[src/core/trim_consts.svh]
`ifndef TRIM_CONSTS_SVH
`define TRIM_CONSTS_SVH

// register indices; byte address on the bus is four times the index
`define IDX_CORE3_D_OFFSET  10'h33a
`define IDX_CORE4_OFFSET    10'h33c
`define IDX_CORE5_OFFSET    10'h33e
`define IDX_CORE0_GAIN      10'h360
`define IDX_CORE1_GAIN      10'h361
`define IDX_CORE2_A_GAIN    10'h362
`define IDX_CORE2_B_GAIN    10'h363
`define IDX_CORE3_C_GAIN    10'h364
`define IDX_CORE3_D_GAIN    10'h365

// storage entry numbers, also the fuse store word addresses
`define ENT_CORE3_D_OFFSET  0
`define ENT_CORE4_OFFSET    1
`define ENT_CORE5_OFFSET    2
`define ENT_CORE0_GAIN      3
`define ENT_CORE1_GAIN      4
`define ENT_CORE2_A_GAIN    5
`define ENT_CORE2_B_GAIN    6
`define ENT_CORE3_C_GAIN    7
`define ENT_CORE3_D_GAIN    8
`define NUM_ENTRIES         9
`define NUM_OFFSET_ENTRIES  3
`define LAST_ENTRY          4'h8
`define ENTRY_W             4

// field layout
`define TRIM_WORD_W         16
`define OFFSET_VAL_MSB      11
`define GAIN_VAL_MSB        4
`define OFFSET_REG_MASK     16'hffff
`define GAIN_REG_MASK       16'h00ff
`define TRIM_RESET          16'h0000

// bus layout
`define PADDR_W             12
`define PADDR_MSB           11
`define WORD_LSB            2
`define IDX_W               10
`define PRDATA_PAD          16'h0000

`endif

[src/core/trim_pkg.sv]
`default_nettype none
`include "trim_consts.svh"

package trim_pkg;

  typedef logic [`TRIM_WORD_W-1:0]                    trim_word_t;
  typedef logic [`NUM_ENTRIES-1:0][`TRIM_WORD_W-1:0]  trim_bank_t;
  typedef logic [`ENTRY_W-1:0]                        entry_t;
  typedef logic [`OFFSET_VAL_MSB:0]                   offset_val_t;
  typedef logic [`GAIN_VAL_MSB:0]                     gain_val_t;
  typedef logic [`IDX_W-1:0]                          reg_idx_t;

  typedef enum logic [2:0] {
    FUSE_REQ,
    FUSE_WAIT,
    FUSE_CAPT,
    FUSE_FIN,
    FUSE_IDLE
  } fuse_state_t;

endpackage : trim_pkg

`default_nettype wire

[src/core/trim_load_if.sv]
`timescale 1ns/10ps
`default_nettype none

interface trim_load_if;
  import trim_pkg::*;

  logic       ld_valid;
  entry_t     ld_entry;
  trim_word_t ld_data;
  logic       load_done;

  modport loader (
    output ld_valid,
    output ld_entry,
    output ld_data,
    output load_done
  );

  modport bank (
    input  ld_valid,
    input  ld_entry,
    input  ld_data,
    input  load_done
  );
endinterface : trim_load_if

`default_nettype wire

[src/core/fuse_loader.sv]
`timescale 1ns/10ps
`default_nettype none
`include "trim_consts.svh"

module fuse_loader
  import trim_pkg::*;
(
  input  wire logic              clk,
  input  wire logic              rst_b,
  output var  logic              fuse_rd_en,
  output var  trim_pkg::entry_t  fuse_addr,
  input  wire trim_pkg::trim_word_t fuse_rdata,
  trim_load_if.loader            ld
);

  fuse_state_t state_q;
  fuse_state_t state_d;
  entry_t      cnt_q;
  logic        last_w;

  assign last_w = (cnt_q == `LAST_ENTRY);

  always_comb
  begin
    state_d = state_q;
    case (state_q)
      FUSE_REQ:  state_d = FUSE_WAIT;
      FUSE_WAIT: state_d = FUSE_CAPT;
      FUSE_CAPT: state_d = last_w ? FUSE_FIN : FUSE_REQ;
      FUSE_FIN:  state_d = FUSE_IDLE;
      default:   state_d = FUSE_IDLE;
    endcase
  end

  // the store answers one cycle after the read strobe, so a word is caught two edges after the request
  always_ff @(posedge clk)
  begin
    if (!rst_b)
    begin
      state_q      <= FUSE_REQ;
      cnt_q        <= '0;
      fuse_rd_en   <= 1'b0;
      fuse_addr    <= '0;
      ld.ld_valid  <= 1'b0;
      ld.ld_entry  <= '0;
      ld.ld_data   <= `TRIM_RESET;
      ld.load_done <= 1'b0;
    end
    else
    begin
      state_q     <= state_d;
      fuse_rd_en  <= (state_q == FUSE_REQ);
      ld.ld_valid <= (state_q == FUSE_CAPT);
      if (state_q == FUSE_REQ)
        fuse_addr <= cnt_q;
      if (state_q == FUSE_CAPT)
      begin
        ld.ld_entry <= cnt_q;
        ld.ld_data  <= fuse_rdata;
        cnt_q       <= cnt_q + 4'h1;
      end
      // done set on the same edge as the last load reaches storage
      if (state_q == FUSE_FIN)
        ld.load_done <= 1'b1;
    end
  end

endmodule : fuse_loader

`default_nettype wire

[src/core/trim_apply.sv]
`timescale 1ns/10ps
`default_nettype none
`include "trim_consts.svh"

module trim_apply
  import trim_pkg::*;
(
  input  wire logic                  clk,
  input  wire logic                  rst_b,
  input  wire trim_pkg::trim_bank_t  bank,
  input  wire logic                  core2_sel_b,
  input  wire logic                  core3_sel_d,
  input  wire trim_pkg::offset_val_t core3_c_offset_ext,
  output var  trim_pkg::gain_val_t   core0_gain_value,
  output var  trim_pkg::gain_val_t   core1_gain_value,
  output var  trim_pkg::gain_val_t   core2_gain_applied,
  output var  trim_pkg::gain_val_t   core3_gain_applied,
  output var  trim_pkg::offset_val_t core3_offset_applied,
  output var  trim_pkg::offset_val_t core4_offset_value,
  output var  trim_pkg::offset_val_t core5_offset_value
);

  gain_val_t   core2_gain_w;
  gain_val_t   core3_gain_w;
  offset_val_t core3_offset_w;

  // reserved bits never reach a core, whatever software left in them
  assign core2_gain_w   = core2_sel_b ? bank[`ENT_CORE2_B_GAIN][`GAIN_VAL_MSB:0]
                                      : bank[`ENT_CORE2_A_GAIN][`GAIN_VAL_MSB:0];
  assign core3_gain_w   = core3_sel_d ? bank[`ENT_CORE3_D_GAIN][`GAIN_VAL_MSB:0]
                                      : bank[`ENT_CORE3_C_GAIN][`GAIN_VAL_MSB:0];
  assign core3_offset_w = core3_sel_d ? bank[`ENT_CORE3_D_OFFSET][`OFFSET_VAL_MSB:0]
                                      : core3_c_offset_ext;

  always_ff @(posedge clk)
  begin
    if (!rst_b)
    begin
      core0_gain_value     <= '0;
      core1_gain_value     <= '0;
      core2_gain_applied   <= '0;
      core3_gain_applied   <= '0;
      core3_offset_applied <= '0;
      core4_offset_value   <= '0;
      core5_offset_value   <= '0;
    end
    else
    begin
      core0_gain_value     <= bank[`ENT_CORE0_GAIN][`GAIN_VAL_MSB:0];
      core1_gain_value     <= bank[`ENT_CORE1_GAIN][`GAIN_VAL_MSB:0];
      core2_gain_applied   <= core2_gain_w;
      core3_gain_applied   <= core3_gain_w;
      core3_offset_applied <= core3_offset_w;
      // unsigned value, passed without sign handling
      core4_offset_value   <= bank[`ENT_CORE4_OFFSET][`OFFSET_VAL_MSB:0];
      core5_offset_value   <= bank[`ENT_CORE5_OFFSET][`OFFSET_VAL_MSB:0];
    end
  end

endmodule : trim_apply

`default_nettype wire

[src/core/adc_trim_regs.sv]
// What this block does
// - offset trim registers are 16 bits: value in 11:0, reserved 15:12
// - core 3 uses its D offset trim only while sampling input D
// - cores 4 and 5 each use their own single offset trim always
// - gain trim registers are 8 bits: value in 4:0, reserved 7:5
// - core 2 picks gain trim A or B by its selected input
// - core 3 picks gain trim C or D by its selected input
// - every trim register resets to zero then loads its fuse default
// - offset trim values are unsigned binary
//
// Decided for this implementation: register access over APB.
`timescale 1ns/10ps
`default_nettype none
`include "trim_consts.svh"

module adc_trim_regs
  import trim_pkg::*;
(
  input  wire logic                  clk,
  input  wire logic                  rst_b,
  input  wire logic                  psel,
  input  wire logic                  penable,
  input  wire logic                  pwrite,
  input  wire logic [11:0]           paddr,
  input  wire logic [31:0]           pwdata,
  input  wire logic [3:0]            pstrb,
  output var  logic [31:0]           prdata,
  output var  logic                  pready,
  output var  logic                  pslverr,
  output var  logic                  fuse_rd_en,
  output var  trim_pkg::entry_t      fuse_addr,
  input  wire trim_pkg::trim_word_t  fuse_rdata,
  output var  logic                  trim_loaded,
  input  wire logic                  core2_sel_b,
  input  wire logic                  core3_sel_d,
  input  wire trim_pkg::offset_val_t core3_c_offset_ext,
  output var  trim_pkg::gain_val_t   core0_gain_value,
  output var  trim_pkg::gain_val_t   core1_gain_value,
  output var  trim_pkg::gain_val_t   core2_gain_applied,
  output var  trim_pkg::gain_val_t   core3_gain_applied,
  output var  trim_pkg::offset_val_t core3_offset_applied,
  output var  trim_pkg::offset_val_t core4_offset_value,
  output var  trim_pkg::offset_val_t core5_offset_value
);

  localparam reg_idx_t [`NUM_ENTRIES-1:0] ENTRY_IDX = {
    `IDX_CORE3_D_GAIN,
    `IDX_CORE3_C_GAIN,
    `IDX_CORE2_B_GAIN,
    `IDX_CORE2_A_GAIN,
    `IDX_CORE1_GAIN,
    `IDX_CORE0_GAIN,
    `IDX_CORE5_OFFSET,
    `IDX_CORE4_OFFSET,
    `IDX_CORE3_D_OFFSET
  };

  trim_load_if ld ();

  trim_bank_t                bank_w;
  reg_idx_t                  word_idx_w;
  logic [`NUM_ENTRIES-1:0]   hit_w;
  logic [`NUM_ENTRIES-1:0]   wr_hit_w;
  logic [`NUM_ENTRIES-1:0]   ld_hit_w;
  logic                      mapped_w;
  logic                      answer_w;
  logic                      commit_w;
  trim_word_t                rd_word_w;
  logic                      pready_d;
  logic [31:0]               prdata_d;
  logic                      pslverr_d;

  fuse_loader u_fuse_loader (
    .clk        (clk),
    .rst_b      (rst_b),
    .fuse_rd_en (fuse_rd_en),
    .fuse_addr  (fuse_addr),
    .fuse_rdata (fuse_rdata),
    .ld         (ld.loader)
  );

  assign word_idx_w = paddr[`PADDR_MSB:`WORD_LSB];
  assign mapped_w   = |hit_w;

  // no answer until the fuse defaults sit in storage, so software never sees the plain reset zero
  assign answer_w  = psel && !pready && ld.load_done;
  assign commit_w  = psel && penable && pready && pwrite && mapped_w;
  assign pready_d  = answer_w;
  assign pslverr_d = answer_w && !mapped_w;
  assign prdata_d  = (answer_w && !pwrite) ? {`PRDATA_PAD, rd_word_w} : '0;

  genvar gi;
  generate
    for (gi = 0; gi < `NUM_ENTRIES; gi++)
    begin : g_entry
      // reserved bits are read/write storage; only the value field drives a core
      localparam trim_word_t MASK = (gi < `NUM_OFFSET_ENTRIES) ? `OFFSET_REG_MASK : `GAIN_REG_MASK;
      trim_word_t entry_q;
      trim_word_t wr_word_w;

      assign hit_w[gi]    = (word_idx_w == ENTRY_IDX[gi]);
      assign wr_hit_w[gi] = commit_w && hit_w[gi];
      assign ld_hit_w[gi] = ld.ld_valid && (ld.ld_entry == entry_t'(gi));
      assign wr_word_w    = {pstrb[1] ? pwdata[15:8] : entry_q[15:8],
                             pstrb[0] ? pwdata[7:0]  : entry_q[7:0]} & MASK;
      assign bank_w[gi]   = entry_q;

      always_ff @(posedge clk)
      begin
        if (!rst_b)
          entry_q <= `TRIM_RESET;
        else if (ld_hit_w[gi])
          entry_q <= ld.ld_data & MASK;
        else if (wr_hit_w[gi])
          entry_q <= wr_word_w;
      end
    end
  endgenerate

  always_comb
  begin
    rd_word_w = `TRIM_RESET;
    for (int i = 0; i < `NUM_ENTRIES; i++)
    begin
      if (hit_w[i])
        rd_word_w = bank_w[i];
    end
  end

  // answer registered one cycle after psel; pready drops on the completing edge
  always_ff @(posedge clk)
  begin
    if (!rst_b)
    begin
      pready      <= 1'b0;
      pslverr     <= 1'b0;
      prdata      <= '0;
      trim_loaded <= 1'b0;
    end
    else
    begin
      pready      <= pready_d;
      pslverr     <= pslverr_d;
      prdata      <= prdata_d;
      trim_loaded <= ld.load_done;
    end
  end

  trim_apply u_trim_apply (
    .clk                  (clk),
    .rst_b                (rst_b),
    .bank                 (bank_w),
    .core2_sel_b          (core2_sel_b),
    .core3_sel_d          (core3_sel_d),
    .core3_c_offset_ext   (core3_c_offset_ext),
    .core0_gain_value     (core0_gain_value),
    .core1_gain_value     (core1_gain_value),
    .core2_gain_applied   (core2_gain_applied),
    .core3_gain_applied   (core3_gain_applied),
    .core3_offset_applied (core3_offset_applied),
    .core4_offset_value   (core4_offset_value),
    .core5_offset_value   (core5_offset_value)
  );

endmodule : adc_trim_regs

`default_nettype wire

[config.mk]
export PLATFORM = sky130hd
export DESIGN_NAME = adc_trim_regs
export DESIGN_NICKNAME = d
export VERILOG_FILES = /design/src/core/trim_pkg.sv /design/src/core/trim_load_if.sv /design/src/core/fuse_loader.sv /design/src/core/trim_apply.sv /design/src/core/adc_trim_regs.sv
export VERILOG_INCLUDE_DIRS = /design/src /design/src/core
export SDC_FILE = /design/constraint.sdc
export NUM_CORES = 1
export LEC_CHECK = 0
export BUFFER_PORTS_ARGS = -buffer_cell sky130_fd_sc_hd__buf_2
export CORE_ASPECT_RATIO = 0.8
export CORE_MARGIN = 4
export CORE_UTILIZATION = 45
export DETAILED_ROUTE_END_ITERATION = 8
export PLACE_DENSITY = 0.67
export SLEW_MARGIN = 40
export SYNTH_ARGS = -nofsm -noshare
export SYNTH_HDL_FRONTEND = slang
export SYNTH_SLANG_ARGS = --single-unit
[constraint.sdc]
create_clock -name clk -period 3.75 [get_ports clk]
set_input_delay 0.1875 -clock clk [delete_from_list [all_inputs] [get_ports clk]]
set_output_delay 0.1875 -clock clk [all_outputs]
set_load 0.05 [all_outputs]
## After elaboration in Yosys (flattened, before gate mapping)

Index checks and enable logic that the tools add are counted.

- Register bits after elaboration: 221
- Input bits: 83
- Output and inout bits: 96

- Add/sub/neg operators: 1
- Eq/ne operators: 21
- Mux-type cells: 34
- Reduce and logical (&&, ||, !) cells: 66

Operator list:

| cell | count |
|---|---|
| two-way mux 16 bit | 15 |
| two-way mux 8 bit | 14 |
| equality test 10 bit, second input constant | 9 |
| nonzero test 2 bit | 21 |
| logical AND 1 bit | 26 |
| AND reduction 2 bit | 13 |
| equality test 4 x 3 -> 1 bit, second input constant | 4 |
| two-way mux 12 bit | 1 |
| two-way mux 5 bit | 2 |
| case mux 3 bit (3 select lines) | 1 |
| OR reduction 9 bit | 1 |
| equality test 4 x 2 -> 1 bit, second input constant | 2 |
| equality test 4 bit, second input constant | 2 |
| equality test 3 x 2 -> 1 bit, second input constant | 2 |
| adder 4 x 1 -> 4 bit, second input constant | 1 |
| equality test 4 x 1 -> 1 bit, second input constant | 1 |
| zero test 4 bit | 1 |
| equality test 3 x 1 -> 1 bit, second input constant | 1 |
| zero test 1 bit | 3 |
| zero test 3 bit | 1 |
| two-way mux 2 bit | 1 |

## Longest topological paths before layout

Gate-level depths: netlist of the first run.

- Depth in word-level cells: 10
- Gate-level depth with buffers: 7

## Hierarchy

From an unflattened synthesis of the first run, not the netlist that was laid out.

- Cell total of the unflattened synthesis: 987
- Area total of the unflattened synthesis: 9406.5 µm²

By module, submodules not included:

| module | times used | cells each | area each (µm²) | sequential area each (µm²) |
|---|---|---|---|---|
| adc_trim_regs | 1 | 697 | 6343.6 | 2302.2 |
| trim_apply | 1 | 143 | 1756.7 | 1121.1 |
| fuse_loader | 1 | 147 | 1306.3 | 680.7 |

## Worst setup path before layout of the first run

Ideal clock, no wire load.

- Path kind: flip-flop to flip-flop
- From: register pready
- To: register g_entry[4].entry_q[0]
- Setup time: 0.091 ns
- Data arrival time: 1.960 ns
- Required time: 3.659 ns
- Path slack: 1.699 ns
- Stages on the path, launching flop included: 6
- Buffers on the path: 1
- Period minus slack after synthesis: 2.051 ns
- Path through: dfxtp_1 nand4_1 nor4_4 buf_6 a211oi_1 a311oi_1

- Cells in the longest elaborated chain, start to end: 6

RTL lines:

| item | RTL line | source |
|---|---|---|
| start, declared | adc_trim_regs.sv:28 | `output var logic pready,` |
| start signal, assigned | adc_trim_regs.sv:142 | `pready <= pready_d;` |
| logical AND 1 bit (3 in series) | adc_trim_regs.sv:87 | `assign commit_w = psel && penable && pready && pwrite && mapped_w;` |
| logical AND 1 bit | adc_trim_regs.sv:102 | `assign wr_hit_w[gi] = commit_w && hit_w[gi];` |
| nonzero test 2 bit (no line) | -- |  |
| AND reduction 2 bit (no line) | -- |  |
| end signal, assigned | adc_trim_regs.sv:111 | `` entry_q <= `TRIM_RESET; `` |
| end signal, assigned | adc_trim_regs.sv:113 | `entry_q <= ld.ld_data & MASK;` |
| end signal, assigned | adc_trim_regs.sv:115 | `entry_q <= wr_word_w;` |
| end, declared | adc_trim_regs.sv:98 | `trim_word_t entry_q;` |

Every way passes these cells.
A chain may end at the register's enable or synchronous reset.

## Worst setup path after layout of the first run

- From: register u_fuse_loader.ld.ld_entry[2]
- To: register g_entry[3].entry_q[2]

- Cells in the longest elaborated chain, start to end: 4
- Elaborated cells between the ends (all ways): 6
- Classes of those cells: eq/ne: 1; mux: 1; reduce/logical: 4

RTL lines:

| item | RTL line | source |
|---|---|---|
| start, declared | trim_load_if.sv:14 | `output ld_entry,` |
| start signal, assigned | fuse_loader.sv:58 | `ld.ld_entry <= cnt_q;` |
| equality test 4 x 2 -> 1 bit * | adc_trim_regs.sv:103 | `assign ld_hit_w[gi] = ld.ld_valid && (ld.ld_entry == entry_t'(gi));` |
| logical AND 1 bit * | adc_trim_regs.sv:103 |  |
| nonzero test 2 bit (no line) | -- |  |
| AND reduction 2 bit (no line) | -- |  |
| end signal, assigned | adc_trim_regs.sv:111 |  |
| end signal, assigned | adc_trim_regs.sv:113 |  |
| end signal, assigned | adc_trim_regs.sv:115 |  |
| end, declared | adc_trim_regs.sv:98 |  |

Every way passes the cells marked *; elsewhere a longest branch is shown, timed or not.

==> out/results.ini, run 1 <==
[global_routing]
grt_overflow = 0
grt_util_met3_pct = 5.13
antenna_found_initial = 1
grt_max_degree = 76
grtUsageMet1_pct = 38.0
grt_pass1_vias = 7946
track_usage_pct = 24.3
grt_pass1_wl_um = 46600
grt.busiest_layer = met1
use_met2_pct = 33.6

[cts]
htree_levels = 1
clk_latency_ns = 0.51
clkSinkCount = 205
clkTransAtPathRegs_ns = 0.06
clockBufferDepth = 3
cts_root_buffer = clkbuf_16
cts_tree = done
cts_buffers = 23

[pwr]
p_per_area_nw_per_um2 = 430
ir_drop_mv = 0.320
leakage_nw = 4.67

[synth]
async_flop_share_pct = 0
yosysMostFrequentCell = dfxtp_1
ys.warnings.count = 0
synth_area_leaders = dfxtp_1 42%, nand2_1 6.2%, mux2i_1 6.0%
synthTopCellsByCount = 205 x dfxtp_1, 161 x nand2_1, 74 x o21ai_0, 59 x nor2_1
netlist_area_sq_um = 9700
synth_ff_type = dfxtp_1
yosysUniqueCellTypes = 65
yosysSeqAreaShare_pct = 42.3
synth_area_per_cell_sq_um = 8.84
yosysTopAreaCell = dfxtp_1
ys_ff_latch = 205
synth_edf_count = 0
syn_inst = 1097
synth_top_area_share_pct = 42.3

[setup_path]
critPathArrivalTime_ns = 2.83
cp_top_family = simple AND/OR/NAND/NOR gates
slowest_delay_ns = 0.66
crit_buf_inv = 0
endpoint_kind = flip-flop
crit_required_ns = 4.16
cp_max_fo = 17
crit_chain = nor3b_2 -> nand2_1 -> o21a_1 -> o31ai_1
slowest_stage = nand2_1
cp-start-kind = flip-flop
regToRegSetupSlack_ns = 1.33
criticalPathCategory = flip-flop to flip-flop

[finish]
fin_area_sq_um = 11300
syn2layout_area_growth_pct = 16.2
drive_gt1_share_pct = 19.3
nNetsFinal = 1293
nFillCells = 1947
n_antenna_cell = 0

[sta]
fmax_mhz = 413
setup_viol_count_final = 0
fin_skew_ns = 0.0113
rsz0062_at_grt = false
slew_violations = 0
worstMarginPinSlew_ns = 0.801
timing.final.crit_share_pct = 64.6
fin_ws_ns = 1.33
tns_ns = 0
hold_viol_final = 0
relSlewSlack_pct = 46.2
period_needed_ns = 2.42

[routing]
firstDrtPassIters = 5
ant_nets = 0
drt_iter0_markers = 1103
routedWlPerCell_um = 20.2
vias_per_cell = 5.86
vias = 8721
wl_um = 30100
drc = 0

[flow_run]
max_cap_viol_count = 0

[die]
die_area_sq_um = 24000
dieHeight_um = 139
core_sq_um = 20900
die_w_um = 172
start_util_pct = 46.3
ios = 179
rows = 47

[place]
io_buffers = 142
preCtsSetupSlack_ns = 1.14
dp_hpwl_um = 20000
gp_congestion = 0.897
postPlaceCellArea_sq_um = 10200

[worst_hold_path]
worstHoldPathType = input pin to flip-flop

[status]
status = complete, no violations

## per-stage QoR
stage                     hold slack [ns]  util [%]  power, mW  instances
final                              0.0594      53.8       4.84       1489
after global routing               0.0847      53.8       5.01       1489
after CTS                          0.0488      53.8       4.86       1489
after detailed placement            0.426      48.6       2.67       1415
after global placement              0.420      48.5       2.66       1414
after floorplan                     0.323         -       2.58       1112
## cells by family (layout without fill, tap and decap cells)
family | Yosys count | after routing | share of synthesized area [%]
muxes | 82 | 82 | 8.77
AOI/OAI and AO/OA | 310 | 310 | 22.1
and+or+nand+nor | 347 | 347 | 17.4
adders and majority gates | 2 | 2 | 0.258
xor gates and xnor gates | 3 | 3 | 0.271
other | 1 | 16 | 0.0387
buffers and inverters | 147 | 255 | 8.80
DFF | 205 | 205 | 42.3
## layout make-up
cell class	count	area (sq um)	share of cell area (%)
repair buffers	197	1220	10.8
clock inverters	3	43.8	0.389
multi-input cells	760	4810	42.7
flip-flops and latches	205	4100	36.4
inverters	21	80.1	0.711
well taps	269	337	2.99
clock buffers	34	677	6.01
## flip-flops by register name, summed over array words and instances (netlist names)
signal                             flops
u_fuse_loader.ld.ld_valid              1
u_trim_apply.core0_gain_value          5
u_fuse_loader.fuse_addr                4
u_fuse_loader.state_q                  3
u_trim_apply.core4_offset_value       12
u_fuse_loader.cnt_q                    4
u_fuse_loader.fuse_rd_en               1
g_entry.entry_q                       96
u_trim_apply.core1_gain_value          5
u_trim_apply.core2_gain_applied        5
trim_loaded                            1
pslverr                                1
u_fuse_loader.ld.ld_data              16
pready                                 1
u_trim_apply.core5_offset_value       12
u_fuse_loader.ld.load_done             1
u_trim_apply.core3_gain_applied        5
u_trim_apply.core3_offset_applied     12
prdata                                16
u_fuse_loader.ld.ld_entry              4
## worst paths after layout
path | start | endpoint | cells after the start
max | u_fuse_loader.ld.ld_entry[2]$_SDFFE_PN0P_ | g_entry[3].entry_q[2]$_SDFFE_PN0P_ | 4
min | core2_sel_b | u_trim_apply.core2_gain_applied[1]$_SDFF_PN0_ | 3
max reg2reg | u_fuse_loader.ld.ld_entry[2]$_SDFFE_PN0P_ | g_entry[3].entry_q[2]$_SDFFE_PN0P_ | 4
min reg2reg | g_entry[2].entry_q[9]$_SDFFE_PN0P_ | u_trim_apply.core5_offset_value[9]$_SDFF_PN0_ | 1
## layer usage
layer,routed length (um),up-vias
li1,-,4152
met1,13700,4053
met2,12300,453
met3,3370,61
met4,721,2
met5,7,-
## layout by cell type (no fill, tap or decap), drive strengths merged, types with 27 or more instances in the layout
cell	n
dfxtp	205
nand2	161
a21oi	32
o21ai	76
nor2	61
a311oi	40
and2	27
mux2i	58
buf	160
a211oi	41
dlygate4sd3	37
clkbuf	34
nand3	33
## worst reg2reg max path, stage by stage (launching register included)
cell	delay, ns
dfxtp_1	0.35
nor3b_2	0.61
nand2_1	0.67
o21a_1	0.41
o31ai_1	0.29
## what timing repair did
| item | 4_1_cts | 5_1_grt |
|---|---|---|
| resized for setup | 0 | 0 |
| hold endpoints to repair | 54 | 0 |
| hold buffers | 37 | 0 |
| buffers inserted | 0 | 0 |
## power by group
part           switching, mW  total (mW)  internal, mW  leakage, nW
Clock                  0.873        2.18          1.30        0.355
Sequential            0.0423        2.25          2.21         1.65
Combinational          0.281       0.415         0.134         2.66
Total                   1.20        4.84          3.64         4.67
(Power assumes the default switching activity.)
==> run 2: changes to the inputs <==
- PLACE_DENSITY: 0.67 -> 0.69
- clock period: 3.75 -> 2 ns (I/O delays scaled with it)
==> out/results.ini, run 2 (synthesis results as in run 1) <==
[setup_path]
regToRegSetupSlack_ns = 0.19  ; -1.14 ns
slowest_stage = nor4_4
endpoint_kind = flip-flop
reg2reg_from = pready$_SDFF_PN0_
cp-start-kind = flip-flop
reg2reg_depth = 5  ; +1
crit_chain = nand4_1 -> nor4_4 -> buf_12 -> a21o_1 -> a311oi_1
slowest_delay_ns = 0.42  ; -0.24 ns
cp_max_fo = 18  ; +1
crit_required_ns = 2.36  ; -1.80 ns
criticalPathCategory = flip-flop to flip-flop
r2r-end = g_entry[5].entry_q[7]$_SDFFE_PN0P_
critPathArrivalTime_ns = 2.17  ; -0.66 ns

[die]
core_sq_um = 20900  ; unchanged
ios = 179  ; unchanged
rows = 47  ; unchanged
die_area_sq_um = 24000  ; unchanged
dieHeight_um = 139  ; unchanged
die_w_um = 172  ; unchanged
start_util_pct = 46.3  ; unchanged

[pwr]
ir_drop_mv = 0.453  ; +42%
leakage_nw = 4.85  ; +3.8%
p_per_area_nw_per_um2 = 773  ; +80%

[cts]
cts_buffers = 22  ; -4.3%
post-cts-setup-buffers = 0  ; unchanged
cts_resized = 0  ; unchanged
cts_root_buffer = clkbuf_16
clockBufferDepth = 3  ; unchanged
htree_levels = 1  ; unchanged
clkTransAtPathRegs_ns = 0.06  ; about the same
postCtsHoldBufs = 41  ; +11%
clkSinkCount = 205  ; unchanged
clk_latency_ns = 0.50  ; about the same
cts_tree = done

[routing]
ant_nets = 0  ; unchanged
routedWlPerCell_um = 19.8  ; -1.7%
wl_um = 30300  ; +0.73%
firstDrtPassIters = 6  ; +1
vias_per_cell = 5.84  ; -0.21%
drt_iter0_markers = 1086  ; -1.5%
vias = 8919  ; +2.3%
drc = 0  ; unchanged

[global_routing]
grt_max_degree = 90  ; +18%
grt_overflow = 0  ; unchanged
track_usage_pct = 24.4  ; +0.091 points
grt_pass1_wl_um = 47000  ; +0.85%
grt_pass1_vias = 8254  ; +3.9%
antenna_found_initial = 0  ; -1

[place]
io_buffers = 142  ; unchanged
gp_congestion = 0.884  ; -1.4%
placed_cells = 1446  ; +2.2%
dp_hpwl_um = 20300  ; +1.2%

[finish]
final_common_cell = dfxtp_1
top_register = g_entry.entry_q
nFillCells = 1905  ; -2.2%
drive_gt1_share_pct = 21.2  ; +1.9 points
utilization_pct = 55.3  ; +1.5 points
fin_cells = 1526  ; +2.5%
n_antenna_cell = 0  ; unchanged
largest_register_ffs = 96  ; unchanged
reg_top3 = g_entry.entry_q (96), prdata (16), u_fuse_loader.ld.ld_data (16)
layout_common_cells = 204 x dfxtp_1, 161 x nand2_1, 142 x buf_2
nNetsFinal = 1327  ; +2.6%
syn2layout_area_growth_pct = 19.4

[worst_hold_path]
hold_end = g_entry[4].entry_q[5]$_SDFFE_PN0P_
worstHoldPathType = input pin to flip-flop
hp-start = pwdata[5]
worstHoldPathCells = 3  ; unchanged

[sta]
setup_viol_count_final = 0  ; unchanged
fmax_mhz = 553  ; +34%
worstMarginPinSlew_ns = 0.741  ; -0.0591 ns
hold-worst-slack_ns = 0.0232  ; -0.0362 ns
fin_skew_ns = 0.00773  ; -0.00361 ns
timing.final.crit_share_pct = 90.4  ; +26 points
period_needed_ns = 1.81  ; -0.614 ns
slew_violations = 0  ; unchanged
rsz0062_at_grt = false
relSlewSlack_pct = 50.5  ; +4.3 points
tns_ns = 0  ; unchanged
hold_viol_final = 0  ; unchanged

[flow_run]
max_cap_viol_count = 0  ; unchanged

[status]
status = complete, no violations

## run 2: worst max-delay path: cells and delay by family (launching register included)
family | cells | cell delay [ns]
buf+inv | 1 | 0.20
compound gates | 2 | 0.47
simple gates | 2 | 0.66
flops | 1 | 0.34
## run 2: final cells by class
class	instances	area, sq um	area share, %
clock buffers	29	608	5.25
clock inverters	10	80.1	0.692
inverters	21	78.8	0.681
multi-input cells	760	4800	41.5
flip-flops and latches	205	4110	35.5
well taps	269	337	2.91
repair buffers	232	1560	13.5
## run 2: worst max-delay path by stage
stage	start	endpoint	slack (ns)	cells past startpoint
floorplan	pready$_SDFF_PN0_	g_entry[4].entry_q[0]$_SDFFE_PN0P_	0.17	5
global placement	paddr[6]	prdata[6]$_SDFF_PN0_	0.09	5
detailed placement	paddr[6]	prdata[6]$_SDFF_PN0_	0.1	5
CTS	pready$_SDFF_PN0_	g_entry[5].entry_q[7]$_SDFFE_PN0P_	0.21	5
global route	u_fuse_loader.ld.load_done$_SDFFE_PN0N_	prdata[9]$_SDFF_PP0_	0.08	4
finish	pready$_SDFF_PN0_	g_entry[5].entry_q[7]$_SDFFE_PN0P_	0.19	5
## run 2: layer usage
layer | wire length (um) | share of wire [%] | global-route usage, %
met1 | 13600 | 45 | 37.5
met2 | 12300 | 41 | 33.8
met3 | 3730 | 12 | 6.55
met4 | 648 | 2.1 | 5.50
met5 | 0 | 0 | 0
## run 2: report_power, final
group	switching, mW	leakage, nW	internal (mW)
combinational	0.535	2.86	0.286
clock	1.64	0.338	2.27
sequential	0.0769	1.66	4.14
## run 2: metrics by stage
step / instance area [sq um] / worst slack [ns] / power [mW]
finish: 11600 / 0.192 / 8.95
CTS: 11600 / 0.210 / 8.99
detailed placement: 10500 / 0.0994 / 5.04
global route: 11600 / 0.0805 / 9.24
global placement: 10500 / 0.0937 / 5.03
floorplan: 9760 / 0.171 / 4.83
==> run 3: changes to the inputs <==
- CTS_BUF_LIST: default -> sky130_fd_sc_hd__clkbuf_16
- PLACE_DENSITY: 0.69 -> 0.7
- SYNTH_HIERARCHICAL: default -> 1
==> out/results.ini, run 3 <==
[synth]
yosysSeqAreaShare_pct = 43.6  ; +1.3 points
synth_ff_type = dfxtp_1
synth_area_per_cell_sq_um = 9.53  ; +7.8%
ys.warnings.count = 6  ; +6
syn_inst = 987  ; -10%
yosysUniqueCellTypes = 56  ; -14%
netlist_area_sq_um = 9410  ; -3.0%
synthTopCellsByCount = 205 x dfxtp_1, 151 x nand2_1, 106 x mux2i_1, 98 x o211a_1, 56 x clkbuf_1
async_flop_share_pct = 0  ; unchanged
yosysTopAreaCell = dfxtp_1
yosysMostFrequentCell = dfxtp_1
synth_edf_count = 0  ; unchanged
ys_ff_latch = 205  ; unchanged
synth_area_leaders = dfxtp_1 44%, mux2i_1 11%, o211a_1 10%
synth_top_area_share_pct = 43.6  ; +1.3 points

[finish]
layout_common_cells = 204 x dfxtp_1, 151 x nand2_1, 141 x buf_2
largest_register_ffs = 96  ; unchanged
nFillCells = 1800  ; -5.5%
syn2layout_area_growth_pct = 21.2
nNetsFinal = 1223  ; -7.8%
drive_gt1_share_pct = 21.7  ; +0.41 points
final_common_cell = dfxtp_1
top_register = g_entry.entry_q
n_antenna_cell = 0  ; unchanged
reg_top3 = g_entry.entry_q (96), prdata (16), u_fuse_loader/ld.ld_data (16)
fin_cells = 1419  ; -7.0%

[sta]
rsz0062_at_grt = false
tns_ns = 0  ; unchanged
hold-worst-slack_ns = 0.00770  ; -0.0155 ns
period_needed_ns = 1.88  ; +0.0735 ns
worstMarginPinSlew_ns = 0.759  ; +0.0172 ns
setup_viol_count_final = 0  ; unchanged
timing.final.crit_share_pct = 94.1  ; +3.7 points
fin_skew_ns = 0.0108  ; +0.00305 ns
slew_violations = 0  ; unchanged
hold_viol_final = 0  ; unchanged
fmax_mhz = 531  ; -3.9%
relSlewSlack_pct = 49.4  ; -1.1 points
fin_ws_ns = 0.118  ; -0.0735 ns

[pwr]
p_per_area_nw_per_um2 = 792  ; +2.5%
ir_drop_mv = 0.620  ; +37%
finalPower_mw = 9.03  ; +0.96%
leakage_nw = 6.05  ; +25%

[setup_path]
critPathArrivalTime_ns = 2.26  ; +0.09 ns
criticalPathCategory = flip-flop to flip-flop
cp-start-kind = flip-flop
crit_required_ns = 2.38  ; +0.02 ns
cp_max_fo = 16  ; -2
endpoint_kind = flip-flop

[routing]
routedWlPerCell_um = 19.4  ; -2.5%
vias_per_cell = 5.54  ; -5.3%
firstDrtPassIters = 6  ; unchanged
drt_iter0_markers = 981  ; -9.7%
drc = 0  ; unchanged
vias = 7856  ; -12%
wl_um = 27500  ; -9.3%
ant_nets = 0  ; unchanged

[die]
rows = 47  ; unchanged
dieHeight_um = 137  ; -1.4%
die_w_um = 170  ; -1.4%
core_sq_um = 20600  ; -1.4%
ios = 179  ; unchanged
die_area_sq_um = 23300  ; -2.9%
start_util_pct = 45.6  ; -0.75 points

[place]
placed_cells = 1349  ; -6.7%
dp_hpwl_um = 18300  ; -9.7%
preCtsSetupSlack_ns = 0.180  ; +0.0808 ns
io_buffers = 142  ; unchanged
gp_congestion = 0.954  ; +7.8%

[cts]
cts_root_buffer = clkbuf_16
post-cts-setup-buffers = 0  ; unchanged
htree_levels = 1  ; unchanged
clockBufferDepth = 3  ; unchanged
cts_tree = done
clkSinkCount = 205  ; unchanged
clk_latency_ns = 0.49  ; about the same
cts_buffers = 21  ; -4.5%
clkTransAtPathRegs_ns = 0.06  ; about the same
cts_resized = 0  ; unchanged
postCtsHoldBufs = 35  ; -15%

[global_routing]
grt_pass1_wl_um = 41900  ; -11%
antenna_found_initial = 0  ; unchanged
track_usage_pct = 22.6  ; -1.8 points
grt_max_degree = 187  ; +110%
grt_overflow = 0  ; unchanged
grt_pass1_vias = 7306  ; -11%

[status]
status = complete, no violations

[worst_hold_path]
worstHoldPathType = input pin to flip-flop

[flow_run]
max_cap_viol_count = 0  ; unchanged

==> run 3: area by class of cell <==
type / count / area [sq um] / area share (%)
inverters: 5 / 18.8 / 0.165
multi-input cells: 685 / 4810 / 42.2
clock inverters: 14 / 171 / 1.50
well taps: 269 / 337 / 2.95
clock buffers: 21 / 526 / 4.61
repair buffers: 220 / 1440 / 12.6
flip-flops and latches: 205 / 4110 / 36.0
==> run 3: cell families after synthesis <==
kind of cell	synth area share (%)
adders and majority gates	0.266
DFF	43.6
buffers and inverters	5.93
other	0.0399
muxes	13.3
AOI/OAI and AO/OA	19.5
and+or+nand+nor	17.3
==> run 3: critical path: stages (launching register included) <==
cell	delay [ns]
dfxtp_2	0.33
and4_1	0.35
nand2_1	0.31
o31ai_2	0.32
buf_4	0.25
nand2_1	0.07
o211a_1	0.13
==> run 3: stage by stage <==
step	area (sq um)	util, %
after global routing	11400	55.2
after floorplan	9460	-
after detailed placement	10400	50.2
after CTS	11400	55.2
after global placement	10400	50.2
final	11400	55.2
==> run 3: worst paths after layout <==
path,from,to,slack [ns],depth (start not counted)
worst max register to register,pready$_SDFF_PN0_,g_entry[1].entry_q[3]$_SDFFE_PN0P_,0.12,6
worst max-delay path,pready$_SDFF_PN0_,g_entry[1].entry_q[3]$_SDFFE_PN0P_,0.12,6
worst min register to register,u_fuse_loader/ld.load_done$_SDFFE_PN0N_,u_fuse_loader/ld.load_done$_SDFFE_PN0N_,0.47,1
worst min-delay path,pwdata[14],g_entry[0].entry_q[14]$_SDFFE_PN0P_,0.008,4
==> run 3: power breakdown <==
part | switching, mW | total (mW) | internal [mW]
registers | 0.0855 | 4.22 | 4.14
clock network | 1.63 | 4.06 | 2.43
logic | 0.471 | 0.752 | 0.280
==> run 3: layer usage <==
metal	up-vias	track usage (%)	wire length, um
met1	3708	35.5	13300
li1	3769	-	-
met5	-	0	0
met4	0	5.95	578
met3	46	4.16	2510
met2	333	31.2	11100
